[src/shared/sync_ctrl_defs.vh]
// Purpose: shared constants for the select decode and modem control block
// Assumes: included by bare name from the design files
// Notes: definitions only, no logic
`ifndef SYNC_CTRL_DEFS_VH
`define SYNC_CTRL_DEFS_VH

// select address and the address bits wired to the four-input AND
`define SEL_ADDR 8'hC3
`define SEL_MASK 8'hC3
// all-ones pattern a host reads from an undriven input bus
`define OPEN_BUS 8'hFF

// control-flags byte field positions
`define CTL_DTR_BIT 4
`define CTL_RTS_BIT 5

// status-flags byte field positions
`define STS_DSR_BIT 0
`define STS_DSR_ALT_BIT 1
`define STS_NOT_BUSY_BIT 7

// reset values
`define RST_CTL_FLAGS 8'h00
`define RST_DTR 1'b0
`define RST_RTS 1'b0
`define RST_SELECTED 1'b0
`define RST_READ_DATA 8'hFF
`define RST_SYNC_LEVEL 1'b0

// line levels
`define MARK_LEVEL 1'b1

// cycles from a status read strobe to the answer on the bus
`define READ_ANSWER_CYCLES 1
// length of the synchroniser chain on pin inputs
`define SYNC_STAGES 3

`endif

[src/rtl/pin_sync3.v]
// Purpose: brings a pin level into the clk domain
// Assumes: one clock, synchronous active-low reset, clock enable
// Notes: a change is taken once the second and third stages agree
`timescale 1ns/1ps
`default_nettype none
`include "sync_ctrl_defs.vh"

module pin_sync3
(
   input wire clk,
   input wire rst_b,
   input wire ce,
   input wire pin,
   output reg level
);

   reg stage1;
   reg stage2;
   reg stage3;

   // three-flop chain; stage1 is read only by stage2
   always @(posedge clk)
   begin
      if (!rst_b)
      begin
         stage1 <= `RST_SYNC_LEVEL;
         stage2 <= `RST_SYNC_LEVEL;
         stage3 <= `RST_SYNC_LEVEL;
      end
      else if (ce)
      begin
         stage1 <= pin;
         stage2 <= stage1;
         stage3 <= stage2;
      end
   end

   // accepted level only moves when the two late stages agree
   always @(posedge clk)
   begin
      if (!rst_b)
         level <= `RST_SYNC_LEVEL;
      else if (ce && (stage2 == stage3))
         level <= stage3;
   end

endmodule
`default_nettype wire

[src/rtl/sync_comm_select_modem_ctrl.v]
// Purpose: device select decode, status/control flag bytes and static modem lines
// Assumes: host strobes are one-cycle pulses on clk; modem inputs are async pins
// Notes: transmit/receive data paths live elsewhere; tx_serial_bit feeds the line
`timescale 1ns/1ps
`default_nettype none
`include "sync_ctrl_defs.vh"

// Functional notes
// - Respond to the select address hexadecimal C3.
// - Select through a four-input AND of address bits; others stay unselected.
// - Unselected, leave the input bus undriven so status reads return FF.
// - INIT deselects; status reads return open bus until selected again.
// - Control-flags write bit 4 sets or clears Data Terminal Ready.
// - INIT or device clear alone clears Data Terminal Ready.
// - Status-flags byte reports the Data Set Ready input level.
// - INIT and device clear both clear Request To Send.
// - No transmission and Request To Send clear: hold Transmitted Data at mark.
module sync_comm_select_modem_ctrl
(
   input wire clk,
   input wire rst_b,
   input wire ce,
   // host processor i/o bus
   input wire select_strobe,
   input wire [7:0] select_addr,
   input wire status_flags_read,
   input wire control_flags_write,
   input wire [7:0] control_flags_data,
   input wire init,
   input wire device_clear_command,
   output reg [7:0] status_data,
   output reg status_data_oe,
   output reg selected,
   // transmit path hand-off, same clock
   input wire tx_active,
   input wire tx_serial_bit,
   // modem side
   input wire dsr_pin,
   output reg dtr,
   output reg rts,
   output reg txd
);

   // address bits tied to the select gate
   function addr_selects;
      input [7:0] addr;
      begin
         addr_selects = ((addr & `SEL_MASK) == `SEL_MASK);
      end
   endfunction

   // select byte nibble test: upper nibble ORed with lower nibble must be all ones
   function nibbles_full;
      input [7:0] addr;
      begin
         nibbles_full = ((addr[7:4] | addr[3:0]) == 4'hF);
      end
   endfunction

   // priority of one control line: a clear beats a write, otherwise hold
   function ctl_bit_next;
      input hold;
      input clear;
      input write;
      input wdata;
      begin
         if (clear)
         begin
            ctl_bit_next = 1'b0;
         end
         else if (write)
         begin
            ctl_bit_next = wdata;
         end
         else
         begin
            ctl_bit_next = hold;
         end
      end
   endfunction

   // status byte: not-busy high while idle, dsr on both candidate bits
   function [7:0] status_byte_of;
      input not_busy;
      input dsr;
      begin
         status_byte_of = 8'h00;
         status_byte_of[`STS_NOT_BUSY_BIT] = not_busy;
         status_byte_of[`STS_DSR_BIT] = dsr;
         status_byte_of[`STS_DSR_ALT_BIT] = dsr;
      end
   endfunction

   wire dsr_level;
   wire addr_hit;
   wire do_write;
   wire do_read;
   wire clear_by_init;
   wire clear_by_device;
   wire line_clear;
   wire [7:0] status_byte;

   reg [7:0] line_control_flags;
   reg next_selected;
   reg next_dtr;
   reg next_rts;
   reg next_txd;
   reg [7:0] next_status_data;
   reg next_status_data_oe;

   // data set ready comes from the modem and must be synchronised
   pin_sync3 u_pin_sync3
   (
      .clk(clk),
      .rst_b(rst_b),
      .ce(ce),
      .pin(dsr_pin),
      .level(dsr_level)
   );

   // decode of the select byte; a byte failing the nibble test never selects
   assign addr_hit = nibbles_full(select_addr) && addr_selects(select_addr);

   // bus actions are gated by the current selection
   assign do_write = control_flags_write && selected && !init;
   assign do_read = status_flags_read && selected && !init;

   // init always clears; a device clear only counts for this controller
   assign clear_by_init = init;
   assign clear_by_device = device_clear_command && selected;
   assign line_clear = clear_by_init || clear_by_device;

   // status byte assembled from the live line state
   assign status_byte = status_byte_of(!tx_active, dsr_level);

   // selection follows each select strobe, init drops it
   always @*
   begin
      next_selected = selected;
      if (init)
      begin
         next_selected = 1'b0;
      end
      else if (select_strobe)
      begin
         next_selected = addr_hit;
      end
   end

   always @(posedge clk)
   begin
      if (!rst_b)
         selected <= `RST_SELECTED;
      else if (ce)
         selected <= next_selected;
   end

   // stored copy of the last accepted control byte
   always @(posedge clk)
   begin
      if (!rst_b)
      begin
         line_control_flags <= `RST_CTL_FLAGS;
      end
      else if (ce)
      begin
         if (line_clear)
         begin
            line_control_flags <= `RST_CTL_FLAGS;
         end
         else if (do_write)
         begin
            line_control_flags <= control_flags_data;
         end
      end
   end

   // data terminal ready: written by bit 4, cleared by init or device clear
   always @*
   begin
      next_dtr = ctl_bit_next(
         line_control_flags[`CTL_DTR_BIT], // held copy of the last control byte
         line_clear,
         do_write,
         control_flags_data[`CTL_DTR_BIT]
      );
   end

   always @(posedge clk)
   begin
      if (!rst_b)
         dtr <= `RST_DTR;
      else if (ce)
         dtr <= next_dtr;
   end

   // request to send: a transfer raises it, a control write may too
   always @*
   begin
      next_rts = ctl_bit_next(
         rts,
         line_clear,
         do_write,
         control_flags_data[`CTL_RTS_BIT]
      );
      if (tx_active && !line_clear && !do_write)
      begin
         next_rts = 1'b1;
      end
   end

   always @(posedge clk)
   begin
      if (!rst_b)
         rts <= `RST_RTS;
      else if (ce)
         rts <= next_rts;
   end

   // transmitted data sits at mark unless a send is under way
   always @*
   begin
      next_txd = `MARK_LEVEL;
      if (next_rts && tx_active)
      begin
         next_txd = tx_serial_bit;
      end
      else
      begin
         next_txd = `MARK_LEVEL;
      end
   end

   always @(posedge clk)
   begin
      if (!rst_b)
         txd <= `MARK_LEVEL;
      else if (ce)
         txd <= next_txd;
   end

   // status read answer one cycle after the strobe, open bus when unselected
   always @*
   begin
      next_status_data = `OPEN_BUS;
      next_status_data_oe = 1'b0;
      if (do_read)
      begin
         next_status_data = status_byte;
         next_status_data_oe = 1'b1;
      end
      else
      begin
         next_status_data = `OPEN_BUS;
         next_status_data_oe = 1'b0;
      end
   end

   always @(posedge clk)
   begin
      if (!rst_b)
      begin
         status_data <= `RST_READ_DATA;
         status_data_oe <= 1'b0;
      end
      else if (ce)
      begin
         status_data <= next_status_data;
         status_data_oe <= next_status_data_oe;
      end
   end

endmodule
`default_nettype wire

[config.mk]
export PLATFORM = sky130hd
export DESIGN_NAME = sync_comm_select_modem_ctrl
export DESIGN_NICKNAME = d
export VERILOG_FILES = /design/src/rtl/pin_sync3.v /design/src/rtl/sync_comm_select_modem_ctrl.v
export VERILOG_INCLUDE_DIRS = /design/src /design/src/shared
export SDC_FILE = /design/constraint.sdc
export NUM_CORES = 1
export LEC_CHECK = 0
export BUFFER_PORTS_ARGS = -buffer_cell sky130_fd_sc_hd__clkbuf_2
export CAP_MARGIN = 20
export CORE_UTILIZATION = 42
export CTS_BUF_LIST = sky130_fd_sc_hd__clkbuf_8 sky130_fd_sc_hd__clkbuf_16
export DETAILED_ROUTE_END_ITERATION = 10
export GPL_ROUTABILITY_DRIVEN = 0
export GPL_TIMING_DRIVEN = 0
export HOLD_SLACK_MARGIN = 0.02
export PLACE_DENSITY = 0.81
export RECOVER_POWER = 50
export SETUP_SLACK_MARGIN = 0.1
export SLEW_MARGIN = 0
export SYNTH_ARGS = -nofsm -noshare
export SYNTH_HDL_FRONTEND = slang
export SYNTH_HIERARCHICAL = 1
export SYNTH_SLANG_ARGS = --single-unit
[constraint.sdc]
create_clock -name clk -period 1.4 [get_ports clk]
set_input_delay 0.28 -clock clk [delete_from_list [all_inputs] [get_ports clk]]
set_output_delay 0.28 -clock clk [all_outputs]
set_load 0.01 [all_outputs]
Word level (Yosys, flattened, before mapping)
Index checks and enable logic that the tools add are counted.
- register bits after elaboration: 22
- bits in latches: 0
- RAM bits: 0
- bits in read-only memories: 0
- input port bits: 27
- output and inout bits: 13
- memories kept: 0
- add/subtract/negate cells: 0
- multiply operators: 0
- div/mod/pow operators: 0
- magnitude comparators: 0
- eq/ne operators: 3
- shifts and indexed selects: 0
- mux-type cells: 12
- bitwise logic cells: 1
- reductions and logical operators: 19
- operators by type and width (operator ; number):
    1-bit logical AND ; 10
    5-bit 2-to-1 mux ; 2
    1-bit 2-to-1 mux ; 9
    4-bit equality test (second input constant) ; 2
    8-bit 2-to-1 mux ; 1
    1-bit zero test ; 4
    4-bit bitwise OR ; 1
    2-bit AND reduction ; 2
    2-bit nonzero test ; 2
    1-bit equality test ; 1
    1-bit logical OR ; 1

Longest topological paths before layout
Gate-level depths: netlist (run 1).
- depth after elaboration: 8
- gate-level depth with buffers: 4
- depth with buffers taken out: 3

By module
The synthesis (run 1) kept the hierarchy.
- modules (own cells, without submodules) (module ; instances ; cells each ; area each (um^2) ; sequential area each (um^2)):
    sync_comm_select_modem_ctrl ; 1 ; 51 ; 432.9 ; 180.2
    pin_sync3 ; 1 ; 14 ; 158.9 ; 80.1

Worst setup path after synthesis (run 1)
No wires, ideal clock.
- path type: input to register
- from: in ce
- to: reg txd
- setup time: 122 ps
- arrival time: 922 ps
- data required time: 1278 ps
- path slack: 356 ps
- cell stages on the path: 4
- cell sequence: buf_6 > and2b_2 > a31oi_1 > a311o_1
- RTL lines (item ; line ; source):
    start, declared ; sync_comm_select_modem_ctrl.v:22 ; input wire ce,
    end signal, assigned ; sync_comm_select_modem_ctrl.v:237 ; txd <= `MARK_LEVEL;
    end signal, assigned ; sync_comm_select_modem_ctrl.v:239 ; txd <= next_txd;
    end, declared ; sync_comm_select_modem_ctrl.v:41 ; output reg txd

==> metrics.md, run 1 <==
| Metric | Value |
|---|---|
| R2R setup slack | around 0.26 ns |
| Top cells by count, synth | dfxtp_1 (13), buf_4 (5), nor2b_1 (5) |
| Critical path class | input pin to flip-flop |
| # Max-Cap Violations | 0 |
| Power, Total | roughly 0.77 mW |
| Startpoint types | input pin |
| Top cells by area, synth | dfxtp_1 (44%), buf_4 (6.3%), nor2b_1 (5.3%) |
| Cts bufs inserted | 3 |
| Chip width | 39.5 um |
| Total Routing Usage GR | 0.189 |
| Synth Flop Type | dfxtp_1 |
| Clk Latency, worst-skew pair | 0.24 ns |
| Mapped cell area | 592 um2 |
| Number of synthesized register bits | 13 |
| Clk root buf | clkbuf_8 |
| N_diodes | 0 |
| DR DRC count | 0 |
| FFs w/ async S/R, synth | 0 |
| EDFF count, synth | 0 |
| Clk slew on worst S/H paths | around 0.05 ns |
| Final Max Slew Viols | 0 |
| Final Hold Violating Endpoints | 0 |
| Static leakage | between 0.3 and 0.4 nW |
| Clock skew | 0.000336 ns |
| Hold Buf Count CTS | 0 |
| Vias in the first global route | around 460 |
| First-pass GRT wire length | about 1.9 mm |
| Min cycle time layout | 1.28 ns |
| Most numerous cell in the Yosys netlist | dfxtp_1 |
| IO Count | 40 |
| Clock sink count | 13 |
| Drt pass-1 iters | 3 |
| WP data required | between 1.5 and 2 ns |
| Initial Utilization | 0.455 |
| Dpl hpwl | ~900 um |
| Via count | 565 |
| Number of routed nets with antenna violations | 0 |
| DR iter-0 viols | 9 |
| Status | finished clean |
| Share of the synthesized area in the top cell type | 0.440 |
| Die H | 39.5 um |
| Pwr Density | a little under 1000 nW/um2 |
| Fin crit share | 0.914 |
| Max frequency | roughly 780 MHz |
| Setup repair bufs after CTS | 0 |
| Mapped Cells | 65 |
| Nets | ~130 |
| Layout Area Growth over Synthesis | 34.0% |
| Fin util | 0.610 |
| Core area | around 1300 um2 |
| Highest-delay cell along the critical path | clkbuf_1 |
| Worst hold-check path type | input pin to flip-flop |
| Initial antenna violation count | 0 |
| Layout cell share with drive strength beyond 1 | 0.337 |
| RSZ-0062 raised after global routing | no |
| Largest net degree at the start of global routing | 11 |
| Clock Path Buffers | 2 |
| Hold Crit Depth | 3 |
| Detailed-route wire length per cell | 11.2 um |
| Crit path DAT | approximately 1.4 ns |
| GR Overflow Total | 0 |
| Post-route cell area | 793 um2 |
| Syn Area/Cell | ~9.1 um2 |
| Die ar. | approximately 1600 um2 |
| H-tree depth | 1 |
| Critical Path Max Stage Delay | 0.32 ns |
| Post-place instance area | about 760 um2 |
| Endpoint class of the critical path | flip-flop |
| Sequential area share after synthesis | 0.440 |
| Endpoints failing setup | 0 |
| Yosys warns | 6 |
| Row count | 13 |
| Max_slew headroom | 0.729 |
| Cells along the critical path | clkbuf_1 -> buf_6 -> and2b_2 -> a31oi_1 -> a311o_1 |
| I/O Buffers | 29 |
| Net Count, Synth | 92 |
| Worst Tran Pin Value | about 0.41 ns |
| Final WL | 1.27 mm |
| CTS tree | yes |
| Cell taking the most area after synthesis | dfxtp_1 |
| Setup TNS | 0 ns |
| Peak VDD IR | 0.777 mV |
| Reg2reg path depth | 3 |
| Synth unique cells | 26 |
| Crit path max fanout | 10 |
| Vias/cell | 5.00 |
| Post-cts sizing count | 0 |
[layout make-up]
type,count,area (um2)
Fill cell,129,508
Multi-Input combinational cell,43,272
Sequential cell,13,260
Timing Repair Buffer,29,138
Buffer,6,48.8
Clock buffer,3,41.3
Tap cell,15,18.8
Inverter,3,11.3
Clock inverter,1,3.75
[worst max-delay path, delay by kind of cell]
family,cells,cell delay (ns)
buffers and inverters,2,0.52
AO/OA/AOI/OAI,2,0.41
AND/OR/NAND/NOR,1,0.20
[per-layer routing]
layer	wire length, um	GRT usage
met4	12	0.103
met5	0	0
met3	91	0.0682
met2	565	0.287
met1	597	0.227
[path summary, 6_finish.rpt]
kind | start | to
worst max-delay path | ce | txd$_SDFFE_PN1P_
worst min-delay path | select_strobe | selected$_SDFFE_PN0P_
worst max register to register | selected$_SDFFE_PN0P_ | txd$_SDFFE_PN1P_
worst min register to register | status_data[7]$_SDFFE_PN1P_ | status_data[7]$_SDFFE_PN1P_
[power by group]
part           switching (mW)  internal (mW)  total (mW)
Sequential            0.00366          0.376       0.379
Clock                   0.130          0.193       0.324
Combinational          0.0337         0.0338      0.0675
[through the flow]
stage	worst slack, ns	instances	hold slack (ns)
floorplan	0.356	65	0.342
global placement	0.0522	109	0.455
detailed placement	0.0314	109	0.462
CTS	0.216	113	0.289
global route	0.0810	113	0.296
finish	0.121	113	0.291
[cell families (layout without fill, tap and decap cells)]
family,count (synthesis),count (layout),share of synthesized area
AND/OR/NAND/NOR,24,24,0.237
flip-flops,13,13,0.440
AO/OA/AOI/OAI,16,16,0.171
multiplexers,3,3,0.0507
buffers and inverters,9,42,0.101
[layout by cell type (no fill, tap or decap), drive strengths merged]
cell type  count
a32o           1
a21o           1
a31oi          4
nor2           4
o2bb2ai        1
nand2          4
nand4          2
o21ai          6
and4b          1
and3           1
a21oi          2
clkbuf        32
nor2b          5
nand3b         1
mux2i          3
and2b          2
dfxtp         13
a311o          1
nand4b         1
and2           1
inv            4
nand3          1
nand2b         1
buf            6
[flip-flops by register name (all words and copies together), names as in the netlist]
signal              cells
dtr                     1
line_control_flags      1
rts                     1
selected                1
status_data             3
status_data_oe          1
txd                     1
u_pin_sync3/level       1
u_pin_sync3/stage1      1
u_pin_sync3/stage2      1
u_pin_sync3/stage3      1
Power figures use the tool's default switching activity.
==> run 2, diff against run 1 <==
--- a/config.mk
+++ b/config.mk
@@ -8,13 +8,12 @@
 export LEC_CHECK = 0
 export BUFFER_PORTS_ARGS = -buffer_cell sky130_fd_sc_hd__clkbuf_2
 export CAP_MARGIN = 20
-export CORE_UTILIZATION = 42
+export CORE_UTILIZATION = 30
 export CTS_BUF_LIST = sky130_fd_sc_hd__clkbuf_8 sky130_fd_sc_hd__clkbuf_16
 export DETAILED_ROUTE_END_ITERATION = 10
 export GPL_ROUTABILITY_DRIVEN = 0
 export GPL_TIMING_DRIVEN = 0
 export HOLD_SLACK_MARGIN = 0.02
-export PLACE_DENSITY = 0.81
 export RECOVER_POWER = 50
 export SETUP_SLACK_MARGIN = 0.1
 export SLEW_MARGIN = 0
==> run 2 against run 1 <==
Effect of this change: total power decreased by 0.54%; fmax up 6.5%; critical path depth fell by 2; combinational power fell by 1%; utilization fell by 16 points; first-iteration DRC count unchanged; clock power shrank 1%; critical endpoint unchanged; largest power group unchanged; highest routed layer unchanged.
==> metrics.md, run 2 (synthesis gave the netlist of run 1 again) <==
| Metric | Value |
|---|---|
| Nets | 126 (unchanged) |
| Power, Total | 0.766 mW (-0.54%) |
| R2R setup slack | 0.20 ns (-0.06 ns) |
| Min-delay src | select_strobe |
| # Max-Cap Violations | 0 (unchanged) |
| Clock skew | 0.00279 ns (+0.00245 ns) |
| Reg2reg path depth | 3 (unchanged) |
| Min cycle time layout | 1.20 ns (-0.0784 ns) |
| Cts bufs inserted | 3 (unchanged) |
| Most flops, register | status_data |
| Die ar. | 2150 um2 (+38%) |
| Hold Buf Count CTS | 0 (unchanged) |
| Chip width | 46.4 um (+17%) |
| Worst flop-to-flop path endpoint | txd$_SDFFE_PN1P_ |
| Hold Path End | selected$_SDFFE_PN0P_ |
| Sequential power share | 0.495 (+0.003) |
| H-tree depth | 1 (unchanged) |
| Largest register FFs | 3 (unchanged) |
| Die H | 46.4 um (+17%) |
| Layout cell share with drive strength beyond 1 | 0.347 (+0.0102) |
| Post-Place Worst Slack | 0.0274 ns (-0.00401 ns) |
| Hold Crit Depth | 3 (unchanged) |
| Initial Utilization | 0.332 (-0.123) |
| Core area | 1780 um2 (+37%) |
| Setup TNS | 0 ns (unchanged) |
| Worst hold margin | 0.292 ns (+0.00157 ns) |
| Clock network fraction of total power | 0.418 (-0.002) |
| Final Hold Violating Endpoints | 0 (unchanged) |
| Dpl hpwl | 977 um (+6.1%) |
| Fin worst setup slack | 0.199 ns (+0.0784 ns) |
| Worst hold-check path type | input pin to flip-flop |
| Clock Path Buffers | 2 (unchanged) |
| Drt pass-1 iters | 4 (+1) |
| Multi-input gate area in the final layout | 270 um2 (-0.46%) |
| Reg area | 260 um2 (unchanged) |
| Detailed-route wire length per cell | 10.5 um (-6.3%) |
| Layout Area Growth over Synthesis | 36.4% |
| Startpoint types | flip-flop |
| Crit path max fanout | 6 (-4) |
| Setup repair bufs after CTS | 0 (unchanged) |
| RSZ-0062 raised after global routing | no |
| Most frequent cells in the layout | clkbuf_2 (25), dfxtp_1 (13), nor2b_1 (5), o21ai_0 (5), buf_4 (5) |
| DR DRC count | 0 (unchanged) |
| Post-cts sizing count | 0 (unchanged) |
| IO Count | 40 (unchanged) |
| GR Overflow Total | 0 (unchanged) |
| Psw | 0.163 mW (-2.6%) |
| Crit path DAT | 1.32 ns (-0.08 ns) |
| Vias in the first global route | 460 (+0.22%) |
| Largest net degree at the start of global routing | 11 (unchanged) |
| Endpoint class of the critical path | flip-flop |
| Number of routed nets with antenna violations | 0 (unchanged) |
| WP data required | 1.52 ns (about the same) |
| First-pass GRT wire length | 1.99 mm (+4.7%) |
| Most common cell after layout, fill and taps aside | clkbuf_2 |
| Clock sink count | 13 (unchanged) |
| Initial antenna violation count | 0 (unchanged) |
| Row count | 15 (+2) |
| Status | finished clean |
| Endpoints failing setup | 0 (unchanged) |
| I/O Buffers | 29 (unchanged) |
| Fin crit share | 0.858 (-0.0560) |
| Static leakage | 0.375 nW (+1.8%) |
| Max_slew headroom | 0.756 (+0.0271) |
| Clk Latency, worst-skew pair | 0.24 ns (about the same) |
| Internal power | 0.603 mW (about the same) |
| Clk slew on worst S/H paths | 0.06 ns (about the same) |
| Crit Reg-Reg Startpoint | selected$_SDFFE_PN0P_ |
| Sw Share | 0.213 (-0.00445) |
| N_diodes | 0 (unchanged) |
| Fillers | 194 (+50%) |
| Worst Tran Pin Value | 0.362 ns (-0.0444 ns) |
| Final Max Slew Viols | 0 (unchanged) |
| Pwr Density | 950 nW/um2 (-2.2%) |
| Vias/cell | 4.63 (-7.5%) |
| Clk root buf | clkbuf_8 |
| Critical path class | flip-flop to flip-flop |
| Max frequency | 833 MHz (+6.5%) |
| Peak VDD IR | 0.378 mV (-51%) |
| Via count | 569 (+0.71%) |
| DR iter-0 viols | 9 (unchanged) |
| CTS tree | yes |
| Combinational Power Share | 0.087 (about the same) |
| Final WL | 1.29 mm (+2.0%) |
| Total Routing Usage GR | 0.134 (-0.0544) |
==> run 2: cell counts in the layout (fill, tap and decap cells not counted) <==
No cell type changed its count.
==> run 2: worst max-delay path by stage <==
stage | end | start | cells past startpoint | slack, ns
finish | txd$_SDFFE_PN1P_ | selected$_SDFFE_PN0P_ | 3 | 0.20
global route | txd$_SDFFE_PN1P_ | selected$_SDFFE_PN0P_ | 3 | 0.13
CTS | status_data[4] | status_data[6]$_SDFFE_PN1P_ | 2 | 0.22
detailed placement | txd$_SDFFE_PN1P_ | ce | 5 | 0.03
global placement | txd$_SDFFE_PN1P_ | ce | 5 | 0.04
floorplan | txd$_SDFFE_PN1P_ | ce | 4 | 0.36
==> run 2: per-layer routing <==
layer  up-vias  track usage  share of wire
li1        295            -              -
met1       248        0.173           0.47
met2        24        0.197           0.43
met3         2       0.0431          0.087
met4         0       0.0706         0.0077
met5         -            0              0
==> run 2: cell type report <==
cell class              count  share of cell area
plain buffers               6              0.0605
repair buffers             29               0.174
inverters                   3              0.0140
clock buffers               3              0.0512
multi-input cells          43               0.335
clock inverters             1             0.00465
well taps                  25              0.0388
flip-flops and latches     13               0.322
==> run 2: power groups by stage <==
stage	combinational, mW	clock, mW	sequential (mW)
global route	0.0745	0.347	0.380
detailed placement	0.0678	0	0.387
global placement	0.0668	0	0.387
finish	0.0668	0.320	0.379
CTS	0.0685	0.327	0.379
floorplan	0.0292	0	0.387
==> run 2: critical path: stages (launching register included) <==
cell	delay (ns)
dfxtp_1	0.35
o21ai_0	0.17
o21ai_0	0.21
a311o_1	0.35
==> run 2: stage by stage <==
step,area (um2),instances,util
floorplan,592,65,-
global placement,768,119,0.431
detailed placement,768,119,0.431
CTS,813,123,0.456
global route,807,123,0.453
finish,807,123,0.453
==> run 3, diff against run 2 <==
--- a/config.mk
+++ b/config.mk
@@ -14,6 +14,7 @@
 export GPL_ROUTABILITY_DRIVEN = 0
 export GPL_TIMING_DRIVEN = 0
 export HOLD_SLACK_MARGIN = 0.02
+export PLACE_DENSITY = 0.59
 export RECOVER_POWER = 50
 export SETUP_SLACK_MARGIN = 0.1
 export SLEW_MARGIN = 0
==> run 3 against run 2 <==
Effect of this change: global-route usage is 0.93 points lower; first-iteration DRC count is 11% lower; sequential cell count stayed put; die area stayed put; clock skew is 0.0013 ns higher; via count is 1.2% lower; critical endpoint unchanged; highest routed layer unchanged.
==> metrics.md, run 3 (synthesis gave the netlist of run 1 again) <==
| Metric | Value |
|---|---|
| GR Overflow Total | 0 (unchanged) |
| CTS tree | yes |
| Chip width | 46.4 um (unchanged) |
| WP buf/inv | 2 (+2) |
| Highest-delay cell along the critical path | a311o_1 |
| Vias in the first global route | 418 (-9.1%) |
| Clk root buf | clkbuf_8 |
| DR DRC count | 0 (unchanged) |
| Fin crit share | 0.898 (+0.0403) |
| CP top delay family | buffers and inverters |
| Power, Total | 0.762 mW (-0.60%) |
| Nets | 126 (unchanged) |
| Post-cts sizing count | 0 (unchanged) |
| Initial Utilization | 0.332 (unchanged) |
| Endpoint class of the critical path | flip-flop |
| # Max-Cap Violations | 0 (unchanged) |
| Clock Path Buffers | 2 (unchanged) |
| IO Count | 40 (unchanged) |
| Row count | 15 (unchanged) |
| Final WL | 1.18 mm (-9.0%) |
| Pwr Density | 944 nW/um2 (-0.60%) |
| Clk slew on worst S/H paths | 0.05 ns (about the same) |
| Cts bufs inserted | 3 (unchanged) |
| Worst hold-check path type | input pin to flip-flop |
| Most frequent cells in the layout | clkbuf_2 (24), dfxtp_1 (13), nor2b_1 (5), buf_4 (5), clkbuf_1 (5) |
| Peak VDD IR | 0.592 mV (+57%) |
| Dpl hpwl | 942 um (-3.6%) |
| Static leakage | 0.372 nW (-0.88%) |
| Layout Area Growth over Synthesis | 36.4% (unchanged) |
| Setup crit start | ce |
| Total Routing Usage GR | 0.125 (-0.00926) |
| WP data required | 1.53 ns (about the same) |
| Die ar. | 2150 um2 (unchanged) |
| Final Max Slew Viols | 0 (unchanged) |
| Cells along the critical path | clkbuf_1 -> buf_6 -> and2b_2 -> a31oi_1 -> a311o_1 |
| Final Hold Violating Endpoints | 0 (unchanged) |
| N_diodes | 0 (unchanged) |
| Min-delay src | select_strobe |
| DR iter-0 viols | 8 (-1) |
| Startpoint types | input pin |
| Clock sink count | 13 (unchanged) |
| Status | finished clean |
| Critical path class | input pin to flip-flop |
| Endpoints failing setup | 0 (unchanged) |
| Non-Filler Instances | 123 (unchanged) |
| Min cycle time layout | 1.26 ns (+0.0565 ns) |
| RSZ-0062 raised after global routing | no |
| Setup TNS | 0 ns (unchanged) |
| Vias/cell | 4.57 (-1.2%) |
| Hold Buf Count CTS | 0 (unchanged) |
| H-tree depth | 1 (unchanged) |
| First-pass GRT wire length | 1.84 mm (-7.3%) |
| Worst Tran Pin Value | 0.384 ns (+0.0217 ns) |
| Clock skew | 0.00407 ns (+0.00128 ns) |
| Drt pass-1 iters | 3 (-1) |
| Initial antenna violation count | 0 (unchanged) |
| Core area | 1780 um2 (unchanged) |
| Die H | 46.4 um (unchanged) |
| Post-route cell area | 807 um2 (unchanged) |
| Post-place instance area | 768 um2 (unchanged) |
| Crit path DAT | 1.38 ns (+0.06 ns) |
| Number of routed nets with antenna violations | 0 (unchanged) |
| Largest net degree at the start of global routing | 11 (unchanged) |
| Layout cell share with drive strength beyond 1 | 0.347 (unchanged) |
| Max_slew headroom | 0.744 (-0.0119) |
| Max frequency | 795 MHz (-4.5%) |
| Clk Latency, worst-skew pair | 0.24 ns (about the same) |
| Largest register FFs | 3 (unchanged) |
| Via count | 562 (-1.2%) |
| Crit path max fanout | 10 (+4) |
| I/O Buffers | 29 (unchanged) |
| Crit Reg-Reg Startpoint | selected$_SDFFE_PN0P_ |
| Setup repair bufs after CTS | 0 (unchanged) |
| Most flops, register | status_data |
| Most common cell after layout, fill and taps aside | clkbuf_2 |
| Inst Count DP | 119 (unchanged) |
| Detailed-route wire length per cell | 9.55 um (-9.0%) |
| Critical Path Max Stage Delay | 0.31 ns (-0.04 ns) |
## run 3: cell types whose count changed in the layout (fill, tap and decap cells not counted)
cell / before / now
clkbuf_2: 25 / 24
o21ai_0: 5 / 4
o21ai_1: 1 / 2
and2b_1: 2 / 1
and2b_2: 0 / 1
clkbuf_1: 4 / 5
## run 3: worst min-delay path, cell delays in order
cell      delay (ns)
clkbuf_2        0.09
nand4_1         0.06
a21oi_1         0.05
## run 3: report_power, final
part	total (mW)	internal (mW)	switching, mW	leakage [nW]
clock	0.316	0.193	0.123	0.0269
combinational	0.0663	0.0341	0.0321	0.240
sequential	0.379	0.376	0.00328	0.105
## run 3: path summary, 6_finish.rpt
kind / cells past startpoint / endpoint / slack [ns]
max: 5 / txd$_SDFFE_PN1P_ / 0.14
max reg2reg: 3 / txd$_SDFFE_PN1P_ / 0.27
min: 3 / selected$_SDFFE_PN0P_ / 0.29
min reg2reg: 2 / status_data[7]$_SDFFE_PN1P_ / 0.47
## run 3: cell type report
cell class | count | area (um2)
Multi-Input combinational cell | 43 | 272
Clock buffer | 3 | 41.3
Buffer | 6 | 48.8
Tap cell | 25 | 31.3
Sequential cell | 13 | 260
Inverter | 3 | 11.3
Fill cell | 183 | 976
Clock inverter | 1 | 3.75
Timing Repair Buffer | 29 | 139
## run 3: per-stage QoR
stage | hold slack, ns | utilization | setup WS (ns)
6_report | 0.289 | 0.453 | 0.143
5_1_grt | 0.304 | 0.453 | 0.0956
4_1_cts | 0.285 | 0.456 | 0.214
3_5_place_dp | 0.462 | 0.431 | 0.0355
3_3_place_gp | 0.459 | 0.431 | 0.0376
2_1_floorplan | 0.342 | - | 0.356
## run 3: metal layers
layer | share of wire | GRT usage | vias to the layer above
li1 | - | - | 292
met1 | 0.51 | 0.172 | 242
met2 | 0.40 | 0.164 | 26
met3 | 0.077 | 0.0471 | 2
met4 | 0.0085 | 0.0706 | 0
met5 | 0 | 0 | -
